$ cat src/rtl/ssh_pkg.sv
// Constants and types shared by the sensor serial host interface
package ssh_pkg;

	// ----------------------------------------------------------------
	// Addresses and commands
	// ----------------------------------------------------------------
	localparam logic [6:0] I2C_TARGET_ADDR = 7'h28;
	localparam logic [7:0] CMD_START_CONV = 8'h8C;
	localparam logic [7:0] PRESS_BASE = 8'h40;
	localparam logic [7:0] TEMP_BASE = 8'h44;
	localparam logic [7:0] DATA_LAST = 8'h47;
	localparam logic [7:0] ADDR_RESET = 8'h00;
	localparam logic [7:0] ADDR_STEP = 8'h01;
	localparam logic [3:0] BITS_PER_BYTE = 4'h8;
	localparam logic [3:0] BIT_STEP = 4'h1;
	localparam logic [3:0] BIT_RESET = 4'h0;

	// ----------------------------------------------------------------
	// Timing figures and their cycle counts at the core clock
	// ----------------------------------------------------------------
	localparam int CLOCK_MHZ = 200;
	localparam int I2C_MAX_KHZ = 100;
	localparam int I2C_PERIOD_CYC = (CLOCK_MHZ * 1000) / I2C_MAX_KHZ;
	localparam int SPI_HALF_NS = 500;
	localparam int SPI_HALF_CYC = (SPI_HALF_NS * CLOCK_MHZ) / 1000;
	localparam int CS_GAP_NS = 500;
	localparam int CS_GAP_CYC = (CS_GAP_NS * CLOCK_MHZ + 999) / 1000;

	// ----------------------------------------------------------------
	// Synchronised pin vector layout and idle levels
	// ----------------------------------------------------------------
	localparam int SYNC_W = 6;
	localparam int PIN_SEL = 0;
	localparam int PIN_SCL = 1;
	localparam int PIN_SDA = 2;
	localparam int PIN_SCLK = 3;
	localparam int PIN_CS = 4;
	localparam int PIN_MOSI = 5;
	localparam logic [SYNC_W-1:0] SYNC_RESET = 6'h16;

	// I2C target sequencer states, one-hot
	typedef enum logic [6:0] {
		I2C_IDLE = 7'h01,
		I2C_ADDR = 7'h02,
		I2C_WRITE = 7'h04,
		I2C_ACK_OUT = 7'h08,
		I2C_LOAD = 7'h10,
		I2C_READ = 7'h20,
		I2C_ACK_IN = 7'h40
	} ssh_i2c_state_t;

endpackage : ssh_pkg

$ cat src/rtl/ssh_pin_sync.sv
// Two-stage synchroniser for every asynchronous pin of the interface
`timescale 1ns/1ps
`default_nettype none

module ssh_pin_sync
	import ssh_pkg::*;
(
	input wire logic clock,
	input wire logic rst_n,
	input wire logic [SYNC_W-1:0] pinIn,
	output logic [SYNC_W-1:0] pinSync
);

	// Each bit has its own pair; the first stage feeds only the second
	genvar i;
	for (i = 0; i < SYNC_W; i++) begin : g_bit
		logic meta_reg;
		logic sync_reg;
		always_ff @(posedge clock) begin
			if (!rst_n) begin
				meta_reg <= SYNC_RESET[i];
				sync_reg <= SYNC_RESET[i];
			end else begin
				meta_reg <= pinIn[i];
				sync_reg <= meta_reg;
			end
		end
		assign pinSync[i] = sync_reg;
	end

endmodule : ssh_pin_sync

`default_nettype wire

$ cat src/rtl/ssh_serial_host_if.sv
// Serial host interface: I2C target and SPI mode-1 target over a byte register space
// How it works
// - I2C target works with SCL up to 100 kHz; host stays below.
// - Target holds SCL low while next read data is not ready.
// - I2C single reads, single writes, multi reads; address auto-increments per byte.
// - SDA falling with SCL high is start; rising with SCL high is stop.
// - SDA changes only while SCL is low, except start and stop.
// - Bus busy from start to stop; repeated start acts as start.
// - Each unit is eight bits MSB first plus one acknowledge bit.
// - First byte is 7-bit address then direction bit, 0 write, 1 read.
// - Target answers only address 0x28, bytes 0x50 and 0x51.
// - One interface at a time: select high gives I2C, low gives SPI.
// - SPI is mode 1, CPOL 0 and CPHA 1, MSB first.
// - SPI supports single and multi-byte reads and writes.
// - SPI shifts addressed register out, then next register per byte.
// - Command 0x8C starts read-triggered conversions after each data read.
// - Reading anything but pressure or temperature stops conversions.
// - Pressure at 0x40..0x43, temperature at 0x44..0x47, low byte first.
`timescale 1ns/1ps
`default_nettype none

module ssh_serial_host_if
	import ssh_pkg::*;
(
	input wire logic clock,
	input wire logic rst_n,
	input wire logic interfaceSelectPin,
	input wire logic sclIn,
	output logic sclOut,
	output logic sclOe,
	input wire logic sdaIn,
	output logic sdaOut,
	output logic sdaOe,
	input wire logic spiSclk,
	input wire logic spiCsN,
	input wire logic spiMosi,
	output logic spiMiso,
	output logic spiMisoOe,
	input wire logic [31:0] pressureData,
	input wire logic [31:0] temperatureData,
	input wire logic dataReady,
	input wire logic [7:0] regRdData,
	output logic [7:0] regRdAddr,
	output logic regWrEn,
	output logic [7:0] regWrAddr,
	output logic [7:0] regWrData,
	output logic convRunning,
	output logic convStart
);

	// ----------------------------------------------------------------
	// Pin sampling and edge detection
	// ----------------------------------------------------------------
	logic [SYNC_W-1:0] pinRaw;
	logic [SYNC_W-1:0] pinSync;
	logic [SYNC_W-1:0] pinPrev_reg;
	logic [SYNC_W-1:0] pinPrev_next;
	logic i2cOn, spiOn, sclS, sdaS, csS, mosiS;
	logic sclRise, sclFall, startEv, stopEv, sclkRise, sclkFall, csRise;

	assign pinRaw = {spiMosi, spiCsN, spiSclk, sdaIn, sclIn, interfaceSelectPin};

	ssh_pin_sync u_sync (
		.clock(clock),
		.rst_n(rst_n),
		.pinIn(pinRaw),
		.pinSync(pinSync)
	);

	// One previous copy of the synchronised pins gives every edge
	always_comb begin
		pinPrev_next = pinSync;
	end
	always_ff @(posedge clock) begin
		if (!rst_n) begin
			pinPrev_reg <= SYNC_RESET;
		end else begin
			pinPrev_reg <= pinPrev_next;
		end
	end

	// Sampling at 200 MHz leaves thousands of samples per 100 kHz bit
	assign i2cOn = pinSync[PIN_SEL];
	assign spiOn = !pinSync[PIN_SEL];
	assign sclS = pinSync[PIN_SCL];
	assign sdaS = pinSync[PIN_SDA];
	assign csS = pinSync[PIN_CS];
	assign mosiS = pinSync[PIN_MOSI];
	assign sclRise = sclS && !pinPrev_reg[PIN_SCL];
	assign sclFall = !sclS && pinPrev_reg[PIN_SCL];
	assign startEv = sclS && pinPrev_reg[PIN_SCL] && pinPrev_reg[PIN_SDA] && !sdaS;
	assign stopEv = sclS && pinPrev_reg[PIN_SCL] && !pinPrev_reg[PIN_SDA] && sdaS;
	assign sclkRise = pinSync[PIN_SCLK] && !pinPrev_reg[PIN_SCLK];
	assign sclkFall = !pinSync[PIN_SCLK] && pinPrev_reg[PIN_SCLK];
	assign csRise = csS && !pinPrev_reg[PIN_CS];

	// ----------------------------------------------------------------
	// Byte register space view
	// ----------------------------------------------------------------
	function automatic logic isData(input logic [7:0] a);
		return (a >= PRESS_BASE) && (a <= DATA_LAST);
	endfunction : isData

	logic [7:0] addr_reg;
	logic [7:0] rdByte;

	// Measurement bytes come little-endian from the sample words
	always_comb begin
		rdByte = regRdData;
		if (isData(addr_reg)) begin
			if (addr_reg >= TEMP_BASE) begin
				rdByte = temperatureData[{addr_reg[1:0], 3'h0} +: 8];
			end else begin
				rdByte = pressureData[{addr_reg[1:0], 3'h0} +: 8];
			end
		end
	end

	// ----------------------------------------------------------------
	// I2C target sequencer
	// ----------------------------------------------------------------
	ssh_i2c_state_t i2cState_reg, i2cState_next;
	logic [3:0] bitCnt_reg, bitCnt_next;
	logic [7:0] shift_reg, shift_next;
	logic rw_reg, rw_next, first_reg, first_next, busy_reg, busy_next;
	logic sdaLow_reg, sdaLow_next, sclHold_reg, sclHold_next;
	logic i2cLoad, i2cSetAddr, i2cWr, i2cCmd, i2cEnd;
	logic evAny;

	assign evAny = startEv || stopEv;

	// Sample on SCL rise, drive on SCL fall so SDA never moves with SCL high
	always_comb begin
		i2cState_next = i2cState_reg;
		bitCnt_next = bitCnt_reg;
		shift_next = shift_reg;
		rw_next = rw_reg;
		first_next = first_reg;
		busy_next = busy_reg;
		sdaLow_next = sdaLow_reg;
		sclHold_next = sclHold_reg;
		i2cLoad = 1'b0;
		i2cSetAddr = 1'b0;
		i2cWr = 1'b0;
		i2cCmd = 1'b0;
		i2cEnd = busy_reg && (!i2cOn || evAny);
		if (!i2cOn) begin
			i2cState_next = I2C_IDLE;
			busy_next = 1'b0;
			sdaLow_next = 1'b0;
			sclHold_next = 1'b0;
		end else if (evAny) begin
			busy_next = startEv;
			i2cState_next = startEv ? I2C_ADDR : I2C_IDLE;
			bitCnt_next = BIT_RESET;
			sdaLow_next = 1'b0;
			sclHold_next = 1'b0;
		end else begin
			unique case (i2cState_reg)
				I2C_IDLE: begin
					sdaLow_next = 1'b0;
				end
				I2C_ADDR, I2C_WRITE: begin
					if (sclRise) begin
						shift_next = {shift_reg[6:0], sdaS};
						bitCnt_next = bitCnt_reg + BIT_STEP;
					end else if (sclFall && bitCnt_reg == BITS_PER_BYTE) begin
						bitCnt_next = BIT_RESET;
						if (i2cState_reg == I2C_ADDR) begin
							if (shift_reg[7:1] == I2C_TARGET_ADDR) begin
								i2cState_next = I2C_ACK_OUT;
								sdaLow_next = 1'b1;
								rw_next = shift_reg[0];
								first_next = 1'b1;
							end else begin
								i2cState_next = I2C_IDLE;
							end
						end else begin
							i2cState_next = I2C_ACK_OUT;
							sdaLow_next = 1'b1;
							if (first_reg) begin
								i2cSetAddr = 1'b1;
								i2cCmd = (shift_reg == CMD_START_CONV);
								first_next = 1'b0;
							end else begin
								i2cWr = 1'b1;
							end
						end
					end
				end
				I2C_ACK_OUT: begin
					if (sclFall) begin
						sdaLow_next = 1'b0;
						i2cState_next = rw_reg ? I2C_LOAD : I2C_WRITE;
					end
				end
				I2C_LOAD: begin
					if (dataReady) begin
						// Data settles first; SCL is let go one cycle later
						shift_next = rdByte;
						sdaLow_next = !rdByte[7];
						i2cLoad = 1'b1;
						bitCnt_next = BIT_RESET;
						i2cState_next = I2C_READ;
					end else begin
						sclHold_next = 1'b1;
					end
				end
				I2C_READ: begin
					sclHold_next = 1'b0;
					if (sclRise) begin
						bitCnt_next = bitCnt_reg + BIT_STEP;
					end else if (sclFall) begin
						if (bitCnt_reg == BITS_PER_BYTE) begin
							sdaLow_next = 1'b0;
							i2cState_next = I2C_ACK_IN;
						end else begin
							shift_next = {shift_reg[6:0], 1'b0};
							sdaLow_next = !shift_reg[6];
						end
					end
				end
				I2C_ACK_IN: begin
					if (sclRise && sdaS) begin
						i2cState_next = I2C_IDLE;
					end else if (sclFall) begin
						i2cState_next = I2C_LOAD;
					end
				end
				default: begin
					i2cState_next = I2C_IDLE;
				end
			endcase
		end
	end

	always_ff @(posedge clock) begin
		if (!rst_n) begin
			i2cState_reg <= I2C_IDLE;
			bitCnt_reg <= BIT_RESET;
			shift_reg <= ADDR_RESET;
			rw_reg <= 1'b0;
			first_reg <= 1'b0;
			busy_reg <= 1'b0;
			sdaLow_reg <= 1'b0;
			sclHold_reg <= 1'b0;
		end else begin
			i2cState_reg <= i2cState_next;
			bitCnt_reg <= bitCnt_next;
			shift_reg <= shift_next;
			rw_reg <= rw_next;
			first_reg <= first_next;
			busy_reg <= busy_next;
			sdaLow_reg <= sdaLow_next;
			sclHold_reg <= sclHold_next;
		end
	end

	// ----------------------------------------------------------------
	// SPI mode-1 target
	// ----------------------------------------------------------------
	logic [3:0] spiBit_reg, spiBit_next;
	logic [7:0] spiRx_reg, spiRx_next, spiTx_reg, spiTx_next;
	logic [7:0] spiTxAddr_reg, spiTxAddr_next;
	logic spiFirst_reg, spiFirst_next, spiPend_reg, spiPend_next;
	logic spiMiso_reg, spiMiso_next, spiOe_reg, spiOe_next;
	logic [7:0] spiRxByte;
	logic spiLoad, spiSetAddr, spiWr, spiCmd, spiEnd, spiRead;

	assign spiRxByte = {spiRx_reg[6:0], mosiS};

	// Prefetch the next byte a cycle after each byte except a 0x8C command byte; reads count when shifted
	always_comb begin
		spiBit_next = spiBit_reg;
		spiRx_next = spiRx_reg;
		spiTx_next = spiTx_reg;
		spiTxAddr_next = spiTxAddr_reg;
		spiFirst_next = spiFirst_reg;
		spiPend_next = 1'b0;
		spiMiso_next = spiMiso_reg;
		spiOe_next = spiOe_reg;
		spiLoad = 1'b0;
		spiSetAddr = 1'b0;
		spiWr = 1'b0;
		spiCmd = 1'b0;
		spiRead = 1'b0;
		spiEnd = spiOn && csRise;
		if (!spiOn || csS) begin
			spiBit_next = BIT_RESET;
			spiFirst_next = 1'b1;
			spiOe_next = 1'b0;
			spiTx_next = ADDR_RESET;
			spiMiso_next = 1'b0;
		end else begin
			spiOe_next = 1'b1;
			spiLoad = spiPend_reg;
			if (spiPend_reg) begin
				spiTx_next = rdByte;
				spiTxAddr_next = addr_reg;
			end
			if (sclkFall) begin
				spiRx_next = spiRxByte;
				if (spiBit_reg == BITS_PER_BYTE - BIT_STEP) begin
					spiBit_next = BIT_RESET;
					spiFirst_next = 1'b0;
					if (spiFirst_reg) begin
						spiSetAddr = 1'b1;
						spiCmd = (spiRxByte == CMD_START_CONV);
						spiPend_next = (spiRxByte != CMD_START_CONV);
					end else begin
						spiWr = 1'b1;
						spiPend_next = 1'b1;
					end
				end else begin
					spiBit_next = spiBit_reg + BIT_STEP;
				end
			end
			if (sclkRise) begin
				spiMiso_next = spiTx_reg[7];
				spiTx_next = {spiTx_reg[6:0], 1'b0};
				spiRead = (spiBit_reg == BIT_RESET) && !spiFirst_reg;
			end
		end
	end

	always_ff @(posedge clock) begin
		if (!rst_n) begin
			spiBit_reg <= BIT_RESET;
			spiRx_reg <= ADDR_RESET;
			spiTx_reg <= ADDR_RESET;
			spiTxAddr_reg <= ADDR_RESET;
			spiFirst_reg <= 1'b1;
			spiPend_reg <= 1'b0;
			spiMiso_reg <= 1'b0;
			spiOe_reg <= 1'b0;
		end else begin
			spiBit_reg <= spiBit_next;
			spiRx_reg <= spiRx_next;
			spiTx_reg <= spiTx_next;
			spiTxAddr_reg <= spiTxAddr_next;
			spiFirst_reg <= spiFirst_next;
			spiPend_reg <= spiPend_next;
			spiMiso_reg <= spiMiso_next;
			spiOe_reg <= spiOe_next;
		end
	end

	// ----------------------------------------------------------------
	// Shared address pointer, writes and conversion control
	// ----------------------------------------------------------------
	logic [7:0] addr_next, wrAddr_reg, wrAddr_next, wrData_reg, wrData_next;
	logic wrEn_reg, wrEn_next, conv_reg, conv_next, seen_reg, seen_next;
	logic start_reg, start_next, rdEv;
	logic [7:0] rdAddr;

	assign rdEv = i2cLoad || spiRead;
	assign rdAddr = spiRead ? spiTxAddr_reg : addr_reg;

	// SPI writes land on the byte just shifted out, one behind the pointer
	always_comb begin
		addr_next = addr_reg;
		wrAddr_next = wrAddr_reg;
		wrData_next = wrData_reg;
		wrEn_next = 1'b0;
		conv_next = conv_reg;
		seen_next = seen_reg;
		start_next = 1'b0;
		if (i2cSetAddr || spiSetAddr) begin
			addr_next = spiSetAddr ? spiRxByte : shift_reg;
		end
		if (i2cCmd || spiCmd) begin
			conv_next = 1'b1;
		end
		if (i2cWr || spiWr) begin
			wrEn_next = 1'b1;
			wrAddr_next = spiWr ? addr_reg - ADDR_STEP : addr_reg;
			wrData_next = spiWr ? spiRxByte : shift_reg;
			if (i2cWr) begin
				addr_next = addr_reg + ADDR_STEP;
			end
		end
		if (i2cLoad || spiLoad) begin
			addr_next = addr_reg + ADDR_STEP;
		end
		if (rdEv) begin
			if (isData(rdAddr)) begin
				seen_next = 1'b1;
			end else begin
				conv_next = 1'b0;
			end
		end
		if (i2cEnd || spiEnd) begin
			start_next = seen_reg && conv_reg;
			seen_next = 1'b0;
		end
	end

	always_ff @(posedge clock) begin
		if (!rst_n) begin
			addr_reg <= ADDR_RESET;
			wrAddr_reg <= ADDR_RESET;
			wrData_reg <= ADDR_RESET;
			wrEn_reg <= 1'b0;
			conv_reg <= 1'b0;
			seen_reg <= 1'b0;
			start_reg <= 1'b0;
		end else begin
			addr_reg <= addr_next;
			wrAddr_reg <= wrAddr_next;
			wrData_reg <= wrData_next;
			wrEn_reg <= wrEn_next;
			conv_reg <= conv_next;
			seen_reg <= seen_next;
			start_reg <= start_next;
		end
	end

	// Open-drain lines only ever pull low
	assign sclOut = 1'b0;
	assign sdaOut = 1'b0;
	assign sclOe = sclHold_reg;
	assign sdaOe = sdaLow_reg;
	assign spiMiso = spiMiso_reg;
	assign spiMisoOe = spiOe_reg;
	assign regRdAddr = addr_reg;
	assign regWrEn = wrEn_reg;
	assign regWrAddr = wrAddr_reg;
	assign regWrData = wrData_reg;
	assign convRunning = conv_reg;
	assign convStart = start_reg;
endmodule : ssh_serial_host_if

`default_nettype wire

$ cat config.mk
export PLATFORM = sky130hd
export DESIGN_NAME = ssh_serial_host_if
export DESIGN_NICKNAME = d
export VERILOG_FILES = /design/src/rtl/ssh_pkg.sv /design/src/rtl/ssh_pin_sync.sv /design/src/rtl/ssh_serial_host_if.sv
export SDC_FILE = /design/constraint.sdc
export NUM_CORES = 1
export LEC_CHECK = 0
export ABC_AREA = 0
export BUFFER_PORTS_ARGS = -buffer_cell sky130_fd_sc_hd__buf_2
export CAP_MARGIN = 40
export CORE_MARGIN = 1
export CORE_UTILIZATION = 35
export CTS_BUF_LIST = sky130_fd_sc_hd__clkbuf_4 sky130_fd_sc_hd__clkbuf_8 sky130_fd_sc_hd__clkbuf_16
export CTS_CLUSTER_SIZE = 40
export DETAILED_ROUTE_END_ITERATION = 7
export SETUP_SLACK_MARGIN = 0.3
export SLEW_MARGIN = 20
export SYNTH_ARGS = -nofsm -noshare
export SYNTH_HDL_FRONTEND = slang
export SYNTH_SLANG_ARGS = --single-unit
$ cat constraint.sdc
create_clock -name clock -period 3.4 [get_ports clock]
set_input_delay 0.68 -clock clock [delete_from_list [all_inputs] [get_ports clock]]
set_output_delay 0.68 -clock clock [all_outputs]
set_load 0.01 [all_outputs]
==> report_table.html, run 1 <==
<table>
<tr><th>Metric</th><th>Value</th></tr>
<tr><th colspan="2">Status</th></tr>
<tr><td>Outcome</td><td>finished, final reports clean</td></tr>
<tr><th colspan="2">Timing</th></tr>
<tr><td>Setup TNS</td><td>0 ns</td></tr>
<tr><td>Final Setup Violations</td><td>0</td></tr>
<tr><td>Final-report hold violation count</td><td>0</td></tr>
<tr><td>Timing-limited maximum frequency</td><td>0.371 GHz</td></tr>
<tr><td>Ratio of final minimum period to clock period</td><td>79.2%</td></tr>
<tr><td>Final min period</td><td>2.69 ns</td></tr>
<tr><td>Final WS setup</td><td>0.708 ns</td></tr>
<tr><td>Setup repair after global routing missed its margin</td><td>no</td></tr>
<tr><td>Clock tree skew after final layout</td><td>0.00845 ns</td></tr>
<tr><td>Max-slew violation count</td><td>0</td></tr>
<tr><td>Max-Slew Margin vs Limit</td><td>46.5%</td></tr>
<tr><td>Slew at the pin closest to its max-slew limit</td><td>~0.8 ns</td></tr>
<tr><th colspan="2">Power</th></tr>
<tr><td>Reported leakage power</td><td>roughly 2.5 nW</td></tr>
<tr><td>PwrDens</td><td>355 nW/um^2</td></tr>
<tr><td>Worst supply voltage drop on vdd</td><td>0.248 mV</td></tr>
<tr><th colspan="2">Placed design</th></tr>
<tr><td>Worst setup slack after placement</td><td>~0.70 ns</td></tr>
<tr><td>RD Place Congestion</td><td>0.873</td></tr>
<tr><td>Count of buffers from port buffering</td><td>111</td></tr>
<tr><td>Dpl cell area</td><td>6210 sq um</td></tr>
<tr><td>Total half-perimeter wirelength after legalization and detailed placement</td><td>approximately 12000 um</td></tr>
<tr><th colspan="2">Clocking</th></tr>
<tr><td>Number of buffers on the longest clock path</td><td>2</td></tr>
<tr><td>Number of buffers inserted by post-CTS setup repair</td><td>0</td></tr>
<tr><td>CTS clk-pin slew, worst paths</td><td>roughly 0.07 ns</td></tr>
<tr><td>Clock tree from TritonCTS</td><td>yes</td></tr>
<tr><td>Post-cts gate resize count</td><td>0</td></tr>
<tr><td>Clock latency at the later pin of the worst-skew pair</td><td>0.36 ns</td></tr>
<tr><td>Maximum level of the CTS H-tree</td><td>3</td></tr>
<tr><td>Total clock buffers created by CTS</td><td>9</td></tr>
<tr><td>Buffer cell driving the clock tree root</td><td>sky130_fd_sc_hd__clkbuf_16</td></tr>
<tr><td>Number of sinks driven by the clock tree</td><td>96</td></tr>
<tr><td>Number of hold buffers added after CTS</td><td>0</td></tr>
<tr><th colspan="2">Yosys</th></tr>
<tr><td>Mean post-synth cell area</td><td>7.75 sq um</td></tr>
<tr><td>Flop and latch count out of synthesis</td><td>96</td></tr>
<tr><td>Top FF cell, synth</td><td>sky130_fd_sc_hd__dfxtp_1</td></tr>
<tr><td>Post-synthesis instance area</td><td>5510 sq um</td></tr>
<tr><td>Number of instances in the synthesized netlist</td><td>711</td></tr>
<tr><td>Sequential area share after synthesis</td><td>a little over a third</td></tr>
<tr><td>Largest cells by area after synthesis</td><td>sky130_fd_sc_hd__dfxtp_1 35%, sky130_fd_sc_hd__nand2_1 6.7%, sky130_fd_sc_hd__a21oi_1 5.2%</td></tr>
<tr><td>Post-synth EDFFs</td><td>0</td></tr>
<tr><td>Netlist cell types</td><td>72</td></tr>
<tr><td>Synth async-reset ratio</td><td>0%</td></tr>
<tr><td>Library cell with the largest summed area after synthesis</td><td>sky130_fd_sc_hd__dfxtp_1</td></tr>
<tr><td>Number of warnings reported in the yosys synthesis log</td><td>0</td></tr>
<tr><td>Share of the synthesized area in the top cell type</td><td>34.9%</td></tr>
<tr><th colspan="2">Floorplanning</th></tr>
<tr><td>Die width</td><td>127 um</td></tr>
<tr><td>Die Y</td><td>127 um</td></tr>
<tr><td>Total core area</td><td>around 15000 sq um</td></tr>
<tr><td>Full die area</td><td>16300 sq um</td></tr>
<tr><td>Total I/O pin count</td><td>~110</td></tr>
<tr><td>Row Count</td><td>45</td></tr>
<tr><td>Initial core utilization</td><td>a little over a third</td></tr>
<tr><th colspan="2">Detailed routing</th></tr>
<tr><td>Sum of routed wire length over all layers</td><td>16700 um</td></tr>
<tr><td>Ratio of routed vias to standard cells</td><td>5.45</td></tr>
<tr><td>DRC violation count after routing</td><td>0</td></tr>
<tr><td>DR WL met2</td><td>7150 um</td></tr>
<tr><td>Routed length per placed instance</td><td>16.5 um</td></tr>
<tr><td>Initial DRT Pass Iterations</td><td>5</td></tr>
<tr><td>Antenna-violating nets left</td><td>0</td></tr>
<tr><td>Top sig layer</td><td>met4</td></tr>
<tr><td>Metal3 WL</td><td>1390 um</td></tr>
<tr><td>Count of vias placed by the detailed router</td><td>5524</td></tr>
<tr><td>Count of routing violations after the opening detailed-route iteration</td><td>380</td></tr>
<tr><td>Wl on met1</td><td>7910 um</td></tr>
<tr><th colspan="2">Setup path</th></tr>
<tr><td>Launch instance of the worst register-to-register path</td><td>regRdAddr[2]</td></tr>
<tr><td>Endpoint of the lowest-slack register-to-register path</td><td>spiTx_reg[0]</td></tr>
<tr><td>Crit Path Category</td><td>flop to flop</td></tr>
<tr><td>Required arrival time at the worst endpoint</td><td>3.66 ns</td></tr>
<tr><td>Slack of the worst reg-to-reg path</td><td>0.71 ns</td></tr>
<tr><td>Arrival time worst endpoint</td><td>2.95 ns</td></tr>
<tr><td>Worst Setup End Kind</td><td>flop</td></tr>
<tr><td>Number of cells on the worst reg-to-reg path</td><td>6</td></tr>
<tr><td>Highest fanout seen on the critical path</td><td>14</td></tr>
<tr><td>Startpoint class of the critical path</td><td>flop</td></tr>
<tr><th colspan="2">Final layout</th></tr>
<tr><td>Commonest non-fill, non-tap cell in the layout</td><td>sky130_fd_sc_hd__buf_2</td></tr>
<tr><td>Leading cell types in the layout, fill and taps excluded</td><td>111 x sky130_fd_sc_hd__buf_2, 99 x sky130_fd_sc_hd__nand2_1, 96 x sky130_fd_sc_hd__dfxtp_1</td></tr>
<tr><td>Total of fill cells in the finished design</td><td>1531</td></tr>
<tr><td>Finished layout cell area</td><td>6510 sq um</td></tr>
<tr><td>Ratio of cells with drive above 1 in the final layout</td><td>20.6%</td></tr>
<tr><td>Layout area overhead</td><td>18.2%</td></tr>
<tr><td>Post-layout nets</td><td>a little under 900</td></tr>
<tr><th colspan="2">Global route</th></tr>
<tr><td>GRT Residual Overflow</td><td>0</td></tr>
<tr><td>Largest net degree at the start of global routing</td><td>36</td></tr>
<tr><td>Global routing usage summed across all routing layers</td><td>21.0%</td></tr>
<tr><td>Number of antenna violations at the first check in global routing</td><td>1</td></tr>
<tr><td>Via count of the first global-routing pass</td><td>about 5000</td></tr>
<tr><td>Global-route wire length before repair</td><td>approximately 27000 um</td></tr>
<tr><th colspan="2">Hold path</th></tr>
<tr><td>Launch point of the worst hold path</td><td>u_sync.g_bit[1].meta_reg</td></tr>
<tr><td>Hold endpoint</td><td>u_sync.g_bit[1].sync_reg</td></tr>
<tr><td>Worst Hold Path Cells</td><td>1</td></tr>
<tr><td>Type of the worst min-delay path</td><td>flop to flop</td></tr>
<tr><th colspan="2">Run</th></tr>
<tr><td>Number of maximum-capacitance constraint violations</td><td>0</td></tr>
</table>
## area by class of cell
type,count,area [sq um],area share (%)
multi-input combinational,553,3320,51.0
sequential,96,1920,29.5
timing repair buffer,126,668,10.3
tap,211,264,4.05
clock buffer,11,240,3.69
clock inverter,5,56.3,0.865
inverter,11,41.3,0.634
antenna,1,2.50,0.0384
## critical path, cell delays in order, from the launching register on
cell and delay [ns]:
sky130_fd_sc_hd__dfxtp_1 0.44, sky130_fd_sc_hd__or4_1 0.72, sky130_fd_sc_hd__a21oi_2 0.22, sky130_fd_sc_hd__mux2_2 0.35, sky130_fd_sc_hd__nor4_1 0.41, sky130_fd_sc_hd__a21oi_1 0.10
sky130_fd_sc_hd__a2111oi_2 0.36
## worst max path at each step
stage	startpoint	endpoint
floorplan	regRdAddr[4]	spiTx_reg[0]
global placement	regRdAddr[2]	spiTx_reg[0]
detailed placement	regRdAddr[2]	spiTx_reg[0]
CTS	regRdAddr[2]	spiTx_reg[0]
global route	regRdAddr[2]	spiTx_reg[0]
finish	regRdAddr[2]	spiTx_reg[0]
## stage by stage
stage,hold WS (ns),util [%],instances,total power [mW]
2_1_floorplan,0.386,-,712,1.23
3_3_place_gp,0.393,40.7,997,1.30
3_5_place_dp,0.393,40.7,997,1.30
4_1_cts,0.408,42.7,1013,2.33
5_1_grt,0.420,42.7,1013,2.41
6_report,0.406,42.7,1014,2.31
## layer usage
layer	up-vias	GRT usage [%]
li1	2724	-
met1	2564	28.8
met2	217	32.1
met3	19	4.94
met4	0	7.07
met5	-	0
## cells in the mapped netlist, types with 4 or more instances
| cell | count |
|---|---|
| sky130_fd_sc_hd__o21ai_0 | 31 |
| sky130_fd_sc_hd__nor2_1 | 64 |
| sky130_fd_sc_hd__a211oi_1 | 15 |
| sky130_fd_sc_hd__a31oi_1 | 8 |
| sky130_fd_sc_hd__mux2i_1 | 21 |
| sky130_fd_sc_hd__clkbuf_1 | 31 |
| sky130_fd_sc_hd__a21oi_1 | 57 |
| sky130_fd_sc_hd__buf_1 | 4 |
| sky130_fd_sc_hd__and3_1 | 5 |
| sky130_fd_sc_hd__a311oi_1 | 8 |
| sky130_fd_sc_hd__a21o_1 | 4 |
| sky130_fd_sc_hd__o31ai_1 | 9 |
| sky130_fd_sc_hd__xor2_1 | 9 |
| sky130_fd_sc_hd__a22o_1 | 4 |
| sky130_fd_sc_hd__inv_1 | 11 |
| sky130_fd_sc_hd__nand3b_1 | 9 |
| sky130_fd_sc_hd__a22oi_1 | 5 |
| sky130_fd_sc_hd__and3b_1 | 4 |
| sky130_fd_sc_hd__and2_1 | 9 |
| sky130_fd_sc_hd__o221ai_1 | 7 |
| sky130_fd_sc_hd__buf_2 | 12 |
| sky130_fd_sc_hd__nor3_1 | 33 |
| sky130_fd_sc_hd__or3_1 | 7 |
| sky130_fd_sc_hd__nand2b_1 | 24 |
| sky130_fd_sc_hd__nor4_1 | 9 |
| sky130_fd_sc_hd__nor2b_1 | 13 |
| sky130_fd_sc_hd__dfxtp_1 | 96 |
| sky130_fd_sc_hd__ha_1 | 7 |
| sky130_fd_sc_hd__or2_2 | 4 |
| sky130_fd_sc_hd__nand2_1 | 99 |
| sky130_fd_sc_hd__nand4_1 | 8 |
| sky130_fd_sc_hd__nand3_1 | 25 |
## cells by family (layout without fill, tap and decap cells)
family	count (synthesis)	count (layout)	synth area share, %
and+or+nand+nor	330	330	30.2
AOI/OAI and AO/OA	178	178	21.7
DFF	96	96	34.9
buffers and inverters	63	153	5.11
muxes	24	24	4.63
xor gates and xnor gates	12	12	1.91
adders and majority gates	7	7	1.59
other	1	3	0.0680
## where the power goes
group | total [mW] | switching [mW] | internal [mW]
logic | 0.132 | 0.0695 | 0.0622
clock network | 1.04 | 0.453 | 0.587
registers | 1.14 | 0.00847 | 1.13
(Power assumes the default switching activity.)
==> run 2: changes to the inputs <==
==> constraint.sdc (replaced) <==
create_clock -name clock -period 2.71 [get_ports clock]
set_input_delay 0.542 -clock clock [delete_from_list [all_inputs] [get_ports clock]]
set_output_delay 0.542 -clock clock [all_outputs]
set_load 0.01 [all_outputs]
==> run 2 against run 1 <==
Net effect: maximum frequency increased by 14%; clock power rose by 31%; critical path depth rose by 1; wire length grew 3.6%; sequential cell count stayed put; largest cell class unchanged.
==> report_table.html, run 2 (synthesis gave the netlist of run 1 again) <==
<table>
<tr><th>Metric</th><th>Value</th></tr>
<tr><th colspan="2">Final layout</th></tr>
<tr><td>Leading cell types in the layout, fill and taps excluded</td><td>111 x sky130_fd_sc_hd__buf_2, 99 x sky130_fd_sc_hd__nand2_1, 93 x sky130_fd_sc_hd__dfxtp_1</td></tr>
<tr><td>Count of antenna diodes in the layout</td><td>0</td></tr>
<tr><td>Post-layout nets</td><td>901</td></tr>
<tr><td>Commonest non-fill, non-tap cell in the layout</td><td>sky130_fd_sc_hd__buf_2</td></tr>
<tr><td>Layout area overhead</td><td>21.3%</td></tr>
<tr><td>Ratio of cells with drive above 1 in the final layout</td><td>23.1%</td></tr>
<tr><td>Total of fill cells in the finished design</td><td>1569</td></tr>
<tr><td>Utilization of the core after routing</td><td>between 40% and 50%</td></tr>
<tr><th colspan="2">Clocking</th></tr>
<tr><td>CTS clk-pin slew, worst paths</td><td>0.07 ns</td></tr>
<tr><td>Maximum level of the CTS H-tree</td><td>3</td></tr>
<tr><td>Number of buffers on the longest clock path</td><td>2</td></tr>
<tr><td>Buffer cell driving the clock tree root</td><td>sky130_fd_sc_hd__clkbuf_16</td></tr>
<tr><td>Clock latency at the later pin of the worst-skew pair</td><td>0.37 ns</td></tr>
<tr><td>Total clock buffers created by CTS</td><td>9</td></tr>
<tr><td>Clock tree from TritonCTS</td><td>yes</td></tr>
<tr><td>Number of sinks driven by the clock tree</td><td>96</td></tr>
<tr><th colspan="2">Timing</th></tr>
<tr><td>Max-Slew Margin vs Limit</td><td>59.5%</td></tr>
<tr><td>Setup TNS</td><td>0 ns</td></tr>
<tr><td>Ratio of final minimum period to clock period</td><td>between 80% and 90%</td></tr>
<tr><td>Final Setup Violations</td><td>0</td></tr>
<tr><td>Timing-limited maximum frequency</td><td>0.422 GHz</td></tr>
<tr><td>Final min period</td><td>2.37 ns</td></tr>
<tr><td>Hold WS</td><td>0.358 ns</td></tr>
<tr><td>Final-report hold violation count</td><td>0</td></tr>
<tr><td>Clock tree skew after final layout</td><td>0.0106 ns</td></tr>
<tr><td>Slew at the pin closest to its max-slew limit</td><td>0.602 ns</td></tr>
<tr><td>Max-slew violation count</td><td>0</td></tr>
<tr><td>Setup repair after global routing missed its margin</td><td>yes</td></tr>
<tr><th colspan="2">Detailed routing</th></tr>
<tr><td>Sum of routed wire length over all layers</td><td>between 15000 and 20000 um</td></tr>
<tr><td>Count of routing violations after the opening detailed-route iteration</td><td>386</td></tr>
<tr><td>Antenna-violating nets left</td><td>0</td></tr>
<tr><td>Count of vias placed by the detailed router</td><td>about 5600</td></tr>
<tr><td>Routed length per placed instance</td><td>16.9 um</td></tr>
<tr><td>Initial DRT Pass Iterations</td><td>5</td></tr>
<tr><td>DRC violation count after routing</td><td>0</td></tr>
<tr><td>Ratio of routed vias to standard cells</td><td>~5.5</td></tr>
<tr><th colspan="2">Status</th></tr>
<tr><td>Outcome</td><td>finished, final reports clean</td></tr>
<tr><th colspan="2">Floorplanning</th></tr>
<tr><td>Die width</td><td>about 130 um</td></tr>
<tr><td>Row Count</td><td>45</td></tr>
<tr><td>Total core area</td><td>15300 sq um</td></tr>
<tr><td>Full die area</td><td>~16000 sq um</td></tr>
<tr><td>Die Y</td><td>approximately 130 um</td></tr>
<tr><td>Total I/O pin count</td><td>between 100 and 150</td></tr>
<tr><td>Initial core utilization</td><td>36.1%</td></tr>
<tr><th colspan="2">Setup path</th></tr>
<tr><td>Startpoint class of the critical path</td><td>flop</td></tr>
<tr><td>Crit Path Category</td><td>flop to flop</td></tr>
<tr><td>Required arrival time at the worst endpoint</td><td>2.99 ns</td></tr>
<tr><td>Worst Setup End Kind</td><td>flop</td></tr>
<tr><td>Arrival time worst endpoint</td><td>~2.7 ns</td></tr>
<tr><td>Highest fanout seen on the critical path</td><td>11</td></tr>
<tr><th colspan="2">Global route</th></tr>
<tr><td>Global routing usage summed across all routing layers</td><td>roughly 21%</td></tr>
<tr><td>Largest net degree at the start of global routing</td><td>36</td></tr>
<tr><td>Number of antenna violations at the first check in global routing</td><td>0</td></tr>
<tr><td>Global-route wire length before repair</td><td>between 20000 and 30000 um</td></tr>
<tr><td>GRT Residual Overflow</td><td>0</td></tr>
<tr><td>Via count of the first global-routing pass</td><td>5058</td></tr>
<tr><th colspan="2">Power</th></tr>
<tr><td>PwrDens</td><td>~440 nW/um^2</td></tr>
<tr><td>Reported leakage power</td><td>2.62 nW</td></tr>
<tr><td>Worst supply voltage drop on vdd</td><td>0.306 mV</td></tr>
<tr><th colspan="2">Placed design</th></tr>
<tr><td>Total half-perimeter wirelength after legalization and detailed placement</td><td>13000 um</td></tr>
<tr><td>Count of buffers from port buffering</td><td>111</td></tr>
<tr><td>RD Place Congestion</td><td>0.895</td></tr>
<tr><th colspan="2">Run</th></tr>
<tr><td>Number of maximum-capacitance constraint violations</td><td>0</td></tr>
<tr><th colspan="2">Hold path</th></tr>
<tr><td>Type of the worst min-delay path</td><td>input port to flop</td></tr>
</table>
[run 2: cell count changes in the layout (fill, tap and decap cells not counted), sizes merged]
cell / change
clkinv: -1
clkbuf: -1
inv: +2
buf: +16
diode: -1
[run 2: layout make-up]
class	instances	area (sq um)	area share [%]
multi-input combinational	553	3350	50.1
sequential	96	1930	28.8
timing repair buffer	142	792	11.8
tap	211	264	3.95
clock buffer	10	239	3.57
clock inverter	6	75.1	1.12
inverter	11	41.3	0.618
[run 2: final timing paths]
check | from | endpoint | slack [ns] | cells after the start
worst min-delay path | sclIn | u_sync.g_bit[1].meta_reg | 0.36 | 2
worst max-delay path | i2cState_reg[4] | regRdAddr[5] | 0.34 | 7
worst min register to register | u_sync.g_bit[1].meta_reg | u_sync.g_bit[1].sync_reg | 0.41 | 1
worst max register to register | i2cState_reg[4] | regRdAddr[5] | 0.34 | 7
[run 2: routing by layer]
layer  share of wire (%)  global-route usage (%)  up-vias
met5                   0                       0        -
met4                 2.4                    6.79        0
met3                 8.4                    5.19       32
met2                  43                    33.4      247
met1                  46                    29.0     2575
li1                    -                       -     2761
[run 2: repair_timing]
| action | 4_1_cts | 5_1_grt |
|---|---|---|
| hold buffers | 0 | 0 |
| hold endpoints to repair | 0 | 0 |
| buffers inserted | 0 | 0 |
| endpoints found under the setup margin | 3 | 7 |
| resized for setup | 2 | 7 |
[run 2: critical path, stage by stage, from the launching register on]
cell and delay (ns):
sky130_fd_sc_hd__dfxtp_1 0.54, sky130_fd_sc_hd__nor4b_1 0.42, sky130_fd_sc_hd__nand3_1 0.31, sky130_fd_sc_hd__nor2_1 0.24
sky130_fd_sc_hd__nor3_1 0.08, sky130_fd_sc_hd__buf_4 0.19, sky130_fd_sc_hd__or3_1 0.34, sky130_fd_sc_hd__a41oi_1 0.17
[run 2: through the flow]
step	cells	total power [mW]	setup slack, ns	instance area (sq um)
floorplan	712	1.54	0.306	5520
global placement	1013	1.63	0.315	6340
detailed placement	1013	1.63	0.255	6340
CTS	1029	2.98	0.360	6660
global route	1029	3.07	0.276	6690
finish	1029	2.96	0.341	6690
[run 2: power by group]
group	internal (mW)	total [mW]	leakage, nW	switching, mW
registers	1.42	1.43	0.778	0.00897
logic	0.0798	0.172	1.69	0.0922
clock network	0.755	1.36	0.152	0.600
total	2.26	2.96	2.62	0.701
==> run 3: changes to the inputs <==
--- a/config.mk
+++ b/config.mk
@@ -14,7 +14,6 @@
 export CTS_CLUSTER_SIZE = 40
 export DETAILED_ROUTE_END_ITERATION = 7
 export SETUP_SLACK_MARGIN = 0.3
-export SLEW_MARGIN = 20
 export SYNTH_ARGS = -nofsm -noshare
 export SYNTH_HDL_FRONTEND = slang
 export SYNTH_SLANG_ARGS = --single-unit
==> constraint.sdc (replaced) <==
create_clock -name clock -period 2.71 [get_ports clock]
set_input_delay 0 -clock clock [delete_from_list [all_inputs] [get_ports clock]]
set_output_delay 0 -clock clock [all_outputs]
set_load 0.01 [all_outputs]
==> run 3 against run 2 <==
Net effect: the run now ends with negative hold slack left; clock power rose by 4%; via count rose by 1.2%; register-to-register slack gained 0.07 ns; non-clock buffer count is 14 higher; clock skew is 0.0027 ns lower; maximum frequency increased by 3.3%; clock-buffer cell count unchanged; wire length grew 0.10%; final area rose by 2.0%; largest cell class unchanged.
==> report_table.html, run 3 (synthesis gave the netlist of run 1 again) <==
<table>
<tr><th>Metric</th><th>Value</th></tr>
<tr><th colspan="2">Timing</th></tr>
<tr><td>Setup repair after global routing missed its margin</td><td>yes</td></tr>
<tr><td>Max-Slew Margin vs Limit</td><td>54.0%</td></tr>
<tr><td>Setup TNS</td><td>0 ns</td></tr>
<tr><td>Ratio of final minimum period to clock period</td><td>roughly 85%</td></tr>
<tr><td>Final min period</td><td>2.29 ns</td></tr>
<tr><td>Final-report hold violation count</td><td>1</td></tr>
<tr><td>Timing-limited maximum frequency</td><td>0.436 GHz</td></tr>
<tr><td>Max-slew violation count</td><td>0</td></tr>
<tr><td>Final Setup Violations</td><td>0</td></tr>
<tr><td>Slew at the pin closest to its max-slew limit</td><td>a little under 0.7 ns</td></tr>
<tr><td>Clock tree skew after final layout</td><td>~0.0079 ns</td></tr>
<tr><td>Hold WS</td><td>-0.00137 ns</td></tr>
<tr><th colspan="2">Final layout</th></tr>
<tr><td>Layout area overhead</td><td>23.7%</td></tr>
<tr><td>Post-layout nets</td><td>915</td></tr>
<tr><td>Ratio of cells with drive above 1 in the final layout</td><td>23.2%</td></tr>
<tr><td>Leading cell types in the layout, fill and taps excluded</td><td>111 x sky130_fd_sc_hd__buf_2, 99 x sky130_fd_sc_hd__nand2_1, 92 x sky130_fd_sc_hd__dfxtp_1</td></tr>
<tr><td>Commonest non-fill, non-tap cell in the layout</td><td>sky130_fd_sc_hd__buf_2</td></tr>
<tr><td>Total of fill cells in the finished design</td><td>roughly 1500</td></tr>
<tr><td>Count of antenna diodes in the layout</td><td>0</td></tr>
<tr><td>Final instance count without filler cells</td><td>1043</td></tr>
<tr><td>Area used by sequential logic in the layout</td><td>1930 sq um</td></tr>
<tr><td>Area of combinational cells with multiple inputs</td><td>3340 sq um</td></tr>
<tr><th colspan="2">Power</th></tr>
<tr><td>PwrDens</td><td>443 nW/um^2</td></tr>
<tr><td>Worst supply voltage drop on vdd</td><td>0.317 mV</td></tr>
<tr><td>Reported leakage power</td><td>between 2 and 3 nW</td></tr>
<tr><th colspan="2">Clocking</th></tr>
<tr><td>Number of sinks driven by the clock tree</td><td>96</td></tr>
<tr><td>Maximum level of the CTS H-tree</td><td>3</td></tr>
<tr><td>Clock latency at the later pin of the worst-skew pair</td><td>0.35 ns</td></tr>
<tr><td>CTS clk-pin slew, worst paths</td><td>0.07 ns</td></tr>
<tr><td>Total clock buffers created by CTS</td><td>9</td></tr>
<tr><td>Number of buffers on the longest clock path</td><td>2</td></tr>
<tr><td>Buffer cell driving the clock tree root</td><td>sky130_fd_sc_hd__clkbuf_16</td></tr>
<tr><td>Clock tree from TritonCTS</td><td>yes</td></tr>
<tr><th colspan="2">Global route</th></tr>
<tr><td>GRT Residual Overflow</td><td>0</td></tr>
<tr><td>Global routing usage summed across all routing layers</td><td>between 20% and 30%</td></tr>
<tr><td>Via count of the first global-routing pass</td><td>5035</td></tr>
<tr><td>Largest net degree at the start of global routing</td><td>36</td></tr>
<tr><td>Number of antenna violations at the first check in global routing</td><td>0</td></tr>
<tr><td>Global-route wire length before repair</td><td>~27000 um</td></tr>
<tr><th colspan="2">Setup path</th></tr>
<tr><td>Slack of the worst reg-to-reg path</td><td>0.42 ns</td></tr>
<tr><td>Endpoint of the lowest-slack register-to-register path</td><td>spiTx_reg[0]</td></tr>
<tr><td>Timing endpoint of the critical path</td><td>spiTx_reg[0]</td></tr>
<tr><td>Launch instance of the worst register-to-register path</td><td>regRdAddr[2]</td></tr>
<tr><td>Required arrival time at the worst endpoint</td><td>2.96 ns</td></tr>
<tr><td>Highest fanout seen on the critical path</td><td>8</td></tr>
<tr><td>Worst Setup End Kind</td><td>flop</td></tr>
<tr><td>Crit Path Category</td><td>flop to flop</td></tr>
<tr><td>Arrival time worst endpoint</td><td>2.54 ns</td></tr>
<tr><td>Number of cells on the worst reg-to-reg path</td><td>6</td></tr>
<tr><td>Startpoint class of the critical path</td><td>flop</td></tr>
<tr><td>Launching instance or port of the critical path</td><td>regRdAddr[2]</td></tr>
<tr><th colspan="2">Floorplanning</th></tr>
<tr><td>Initial core utilization</td><td>36.1%</td></tr>
<tr><td>Die width</td><td>127 um</td></tr>
<tr><td>Die Y</td><td>between 100 and 150 um</td></tr>
<tr><td>Row Count</td><td>45</td></tr>
<tr><td>Total core area</td><td>15300 sq um</td></tr>
<tr><td>Total I/O pin count</td><td>114</td></tr>
<tr><td>Full die area</td><td>16300 sq um</td></tr>
<tr><th colspan="2">Status</th></tr>
<tr><td>Violations in the final reports</td><td>negative hold slack</td></tr>
<tr><td>Outcome</td><td>complete, but fails checks</td></tr>
<tr><th colspan="2">Detailed routing</th></tr>
<tr><td>Routed length per placed instance</td><td>roughly 17 um</td></tr>
<tr><td>Sum of routed wire length over all layers</td><td>17400 um</td></tr>
<tr><td>Count of vias placed by the detailed router</td><td>5680</td></tr>
<tr><td>Initial DRT Pass Iterations</td><td>5</td></tr>
<tr><td>Ratio of routed vias to standard cells</td><td>5.45</td></tr>
<tr><td>Antenna-violating nets left</td><td>0</td></tr>
<tr><td>DRC violation count after routing</td><td>0</td></tr>
<tr><td>Count of routing violations after the opening detailed-route iteration</td><td>365</td></tr>
<tr><th colspan="2">Hold path</th></tr>
<tr><td>Type of the worst min-delay path</td><td>input port to flop</td></tr>
<tr><th colspan="2">Run</th></tr>
<tr><td>Number of maximum-capacitance constraint violations</td><td>0</td></tr>
<tr><th colspan="2">Placed design</th></tr>
<tr><td>Count of buffers from port buffering</td><td>111</td></tr>
<tr><td>Total half-perimeter wirelength after legalization and detailed placement</td><td>12900 um</td></tr>
<tr><td>RD Place Congestion</td><td>0.894</td></tr>
<tr><td>Placed Cells incl. Taps</td><td>around 1000</td></tr>
</table>
==> run 3: final cells by class <==
class,instances,share of cell area [%]
repair buffers,156,13.5
multi-input cells,553,48.9
clock inverters,6,1.34
clock buffers,10,3.50
flip-flops and latches,96,28.3
inverters,11,0.605
well taps,211,3.87
==> run 3: how the worst min path moves through the flow <==
stage | from | to | cells after the start
after floorplan | sclIn | u_sync.g_bit[1].meta_reg | 1
after global placement | sclIn | u_sync.g_bit[1].meta_reg | 2
after detailed placement | sclIn | u_sync.g_bit[1].meta_reg | 2
after CTS | rst_n | u_sync.g_bit[4].sync_reg | 2
after global routing | rst_n | pinPrev_reg[2] | 2
final | rst_n | u_sync.g_bit[4].sync_reg | 2
==> run 3: routing by layer <==
layer	part of all wire, %	vias up	global-route usage, %
li1	-	2798	-
met3	8.6	25	4.56
met2	43	240	32.7
met1	47	2617	29.3
met4	1.9	0	6.23
met5	0	-	0
==> run 3: critical path: stages, from the launching register on <==
cell and delay [ns]:
sky130_fd_sc_hd__dfxtp_1 0.31, sky130_fd_sc_hd__or4_4 0.59, sky130_fd_sc_hd__a21oi_2 0.19, sky130_fd_sc_hd__mux2_2 0.36, sky130_fd_sc_hd__nor4_2 0.33, sky130_fd_sc_hd__a21oi_1 0.08
sky130_fd_sc_hd__a2111oi_2 0.34
==> run 3: stage by stage <==
stage	worst slack (ns)	cell area (sq um)	util, %	power, mW	hold WS [ns]
6_report	0.416	6820	44.7	3.02	-0.00137
5_1_grt	0.270	6820	44.7	3.13	0.0228
4_1_cts	0.304	6770	44.4	3.04	0.00170
3_5_place_dp	0.296	6340	41.5	1.63	0.185
3_3_place_gp	0.319	6340	41.5	1.63	0.182
2_1_floorplan	0.306	5520	-	1.54	0.101
==> run 3: what timing repair did <==
item | in CTS | in global routing
endpoints found under the setup margin | 1 | 17
buffers inserted | 0 | 4
endpoints found under the hold margin | 10 | 0
gates resized for setup | 1 | 7
hold buffers | 10 | 0
pin swaps | 0 | 1
==> run 3: power breakdown <==
part,total (mW),internal [mW],switching [mW]
Sequential,1.43,1.42,0.00902
Combinational,0.182,0.0889,0.0929
Clock,1.41,0.837,0.575
Total,3.02,2.35,0.677
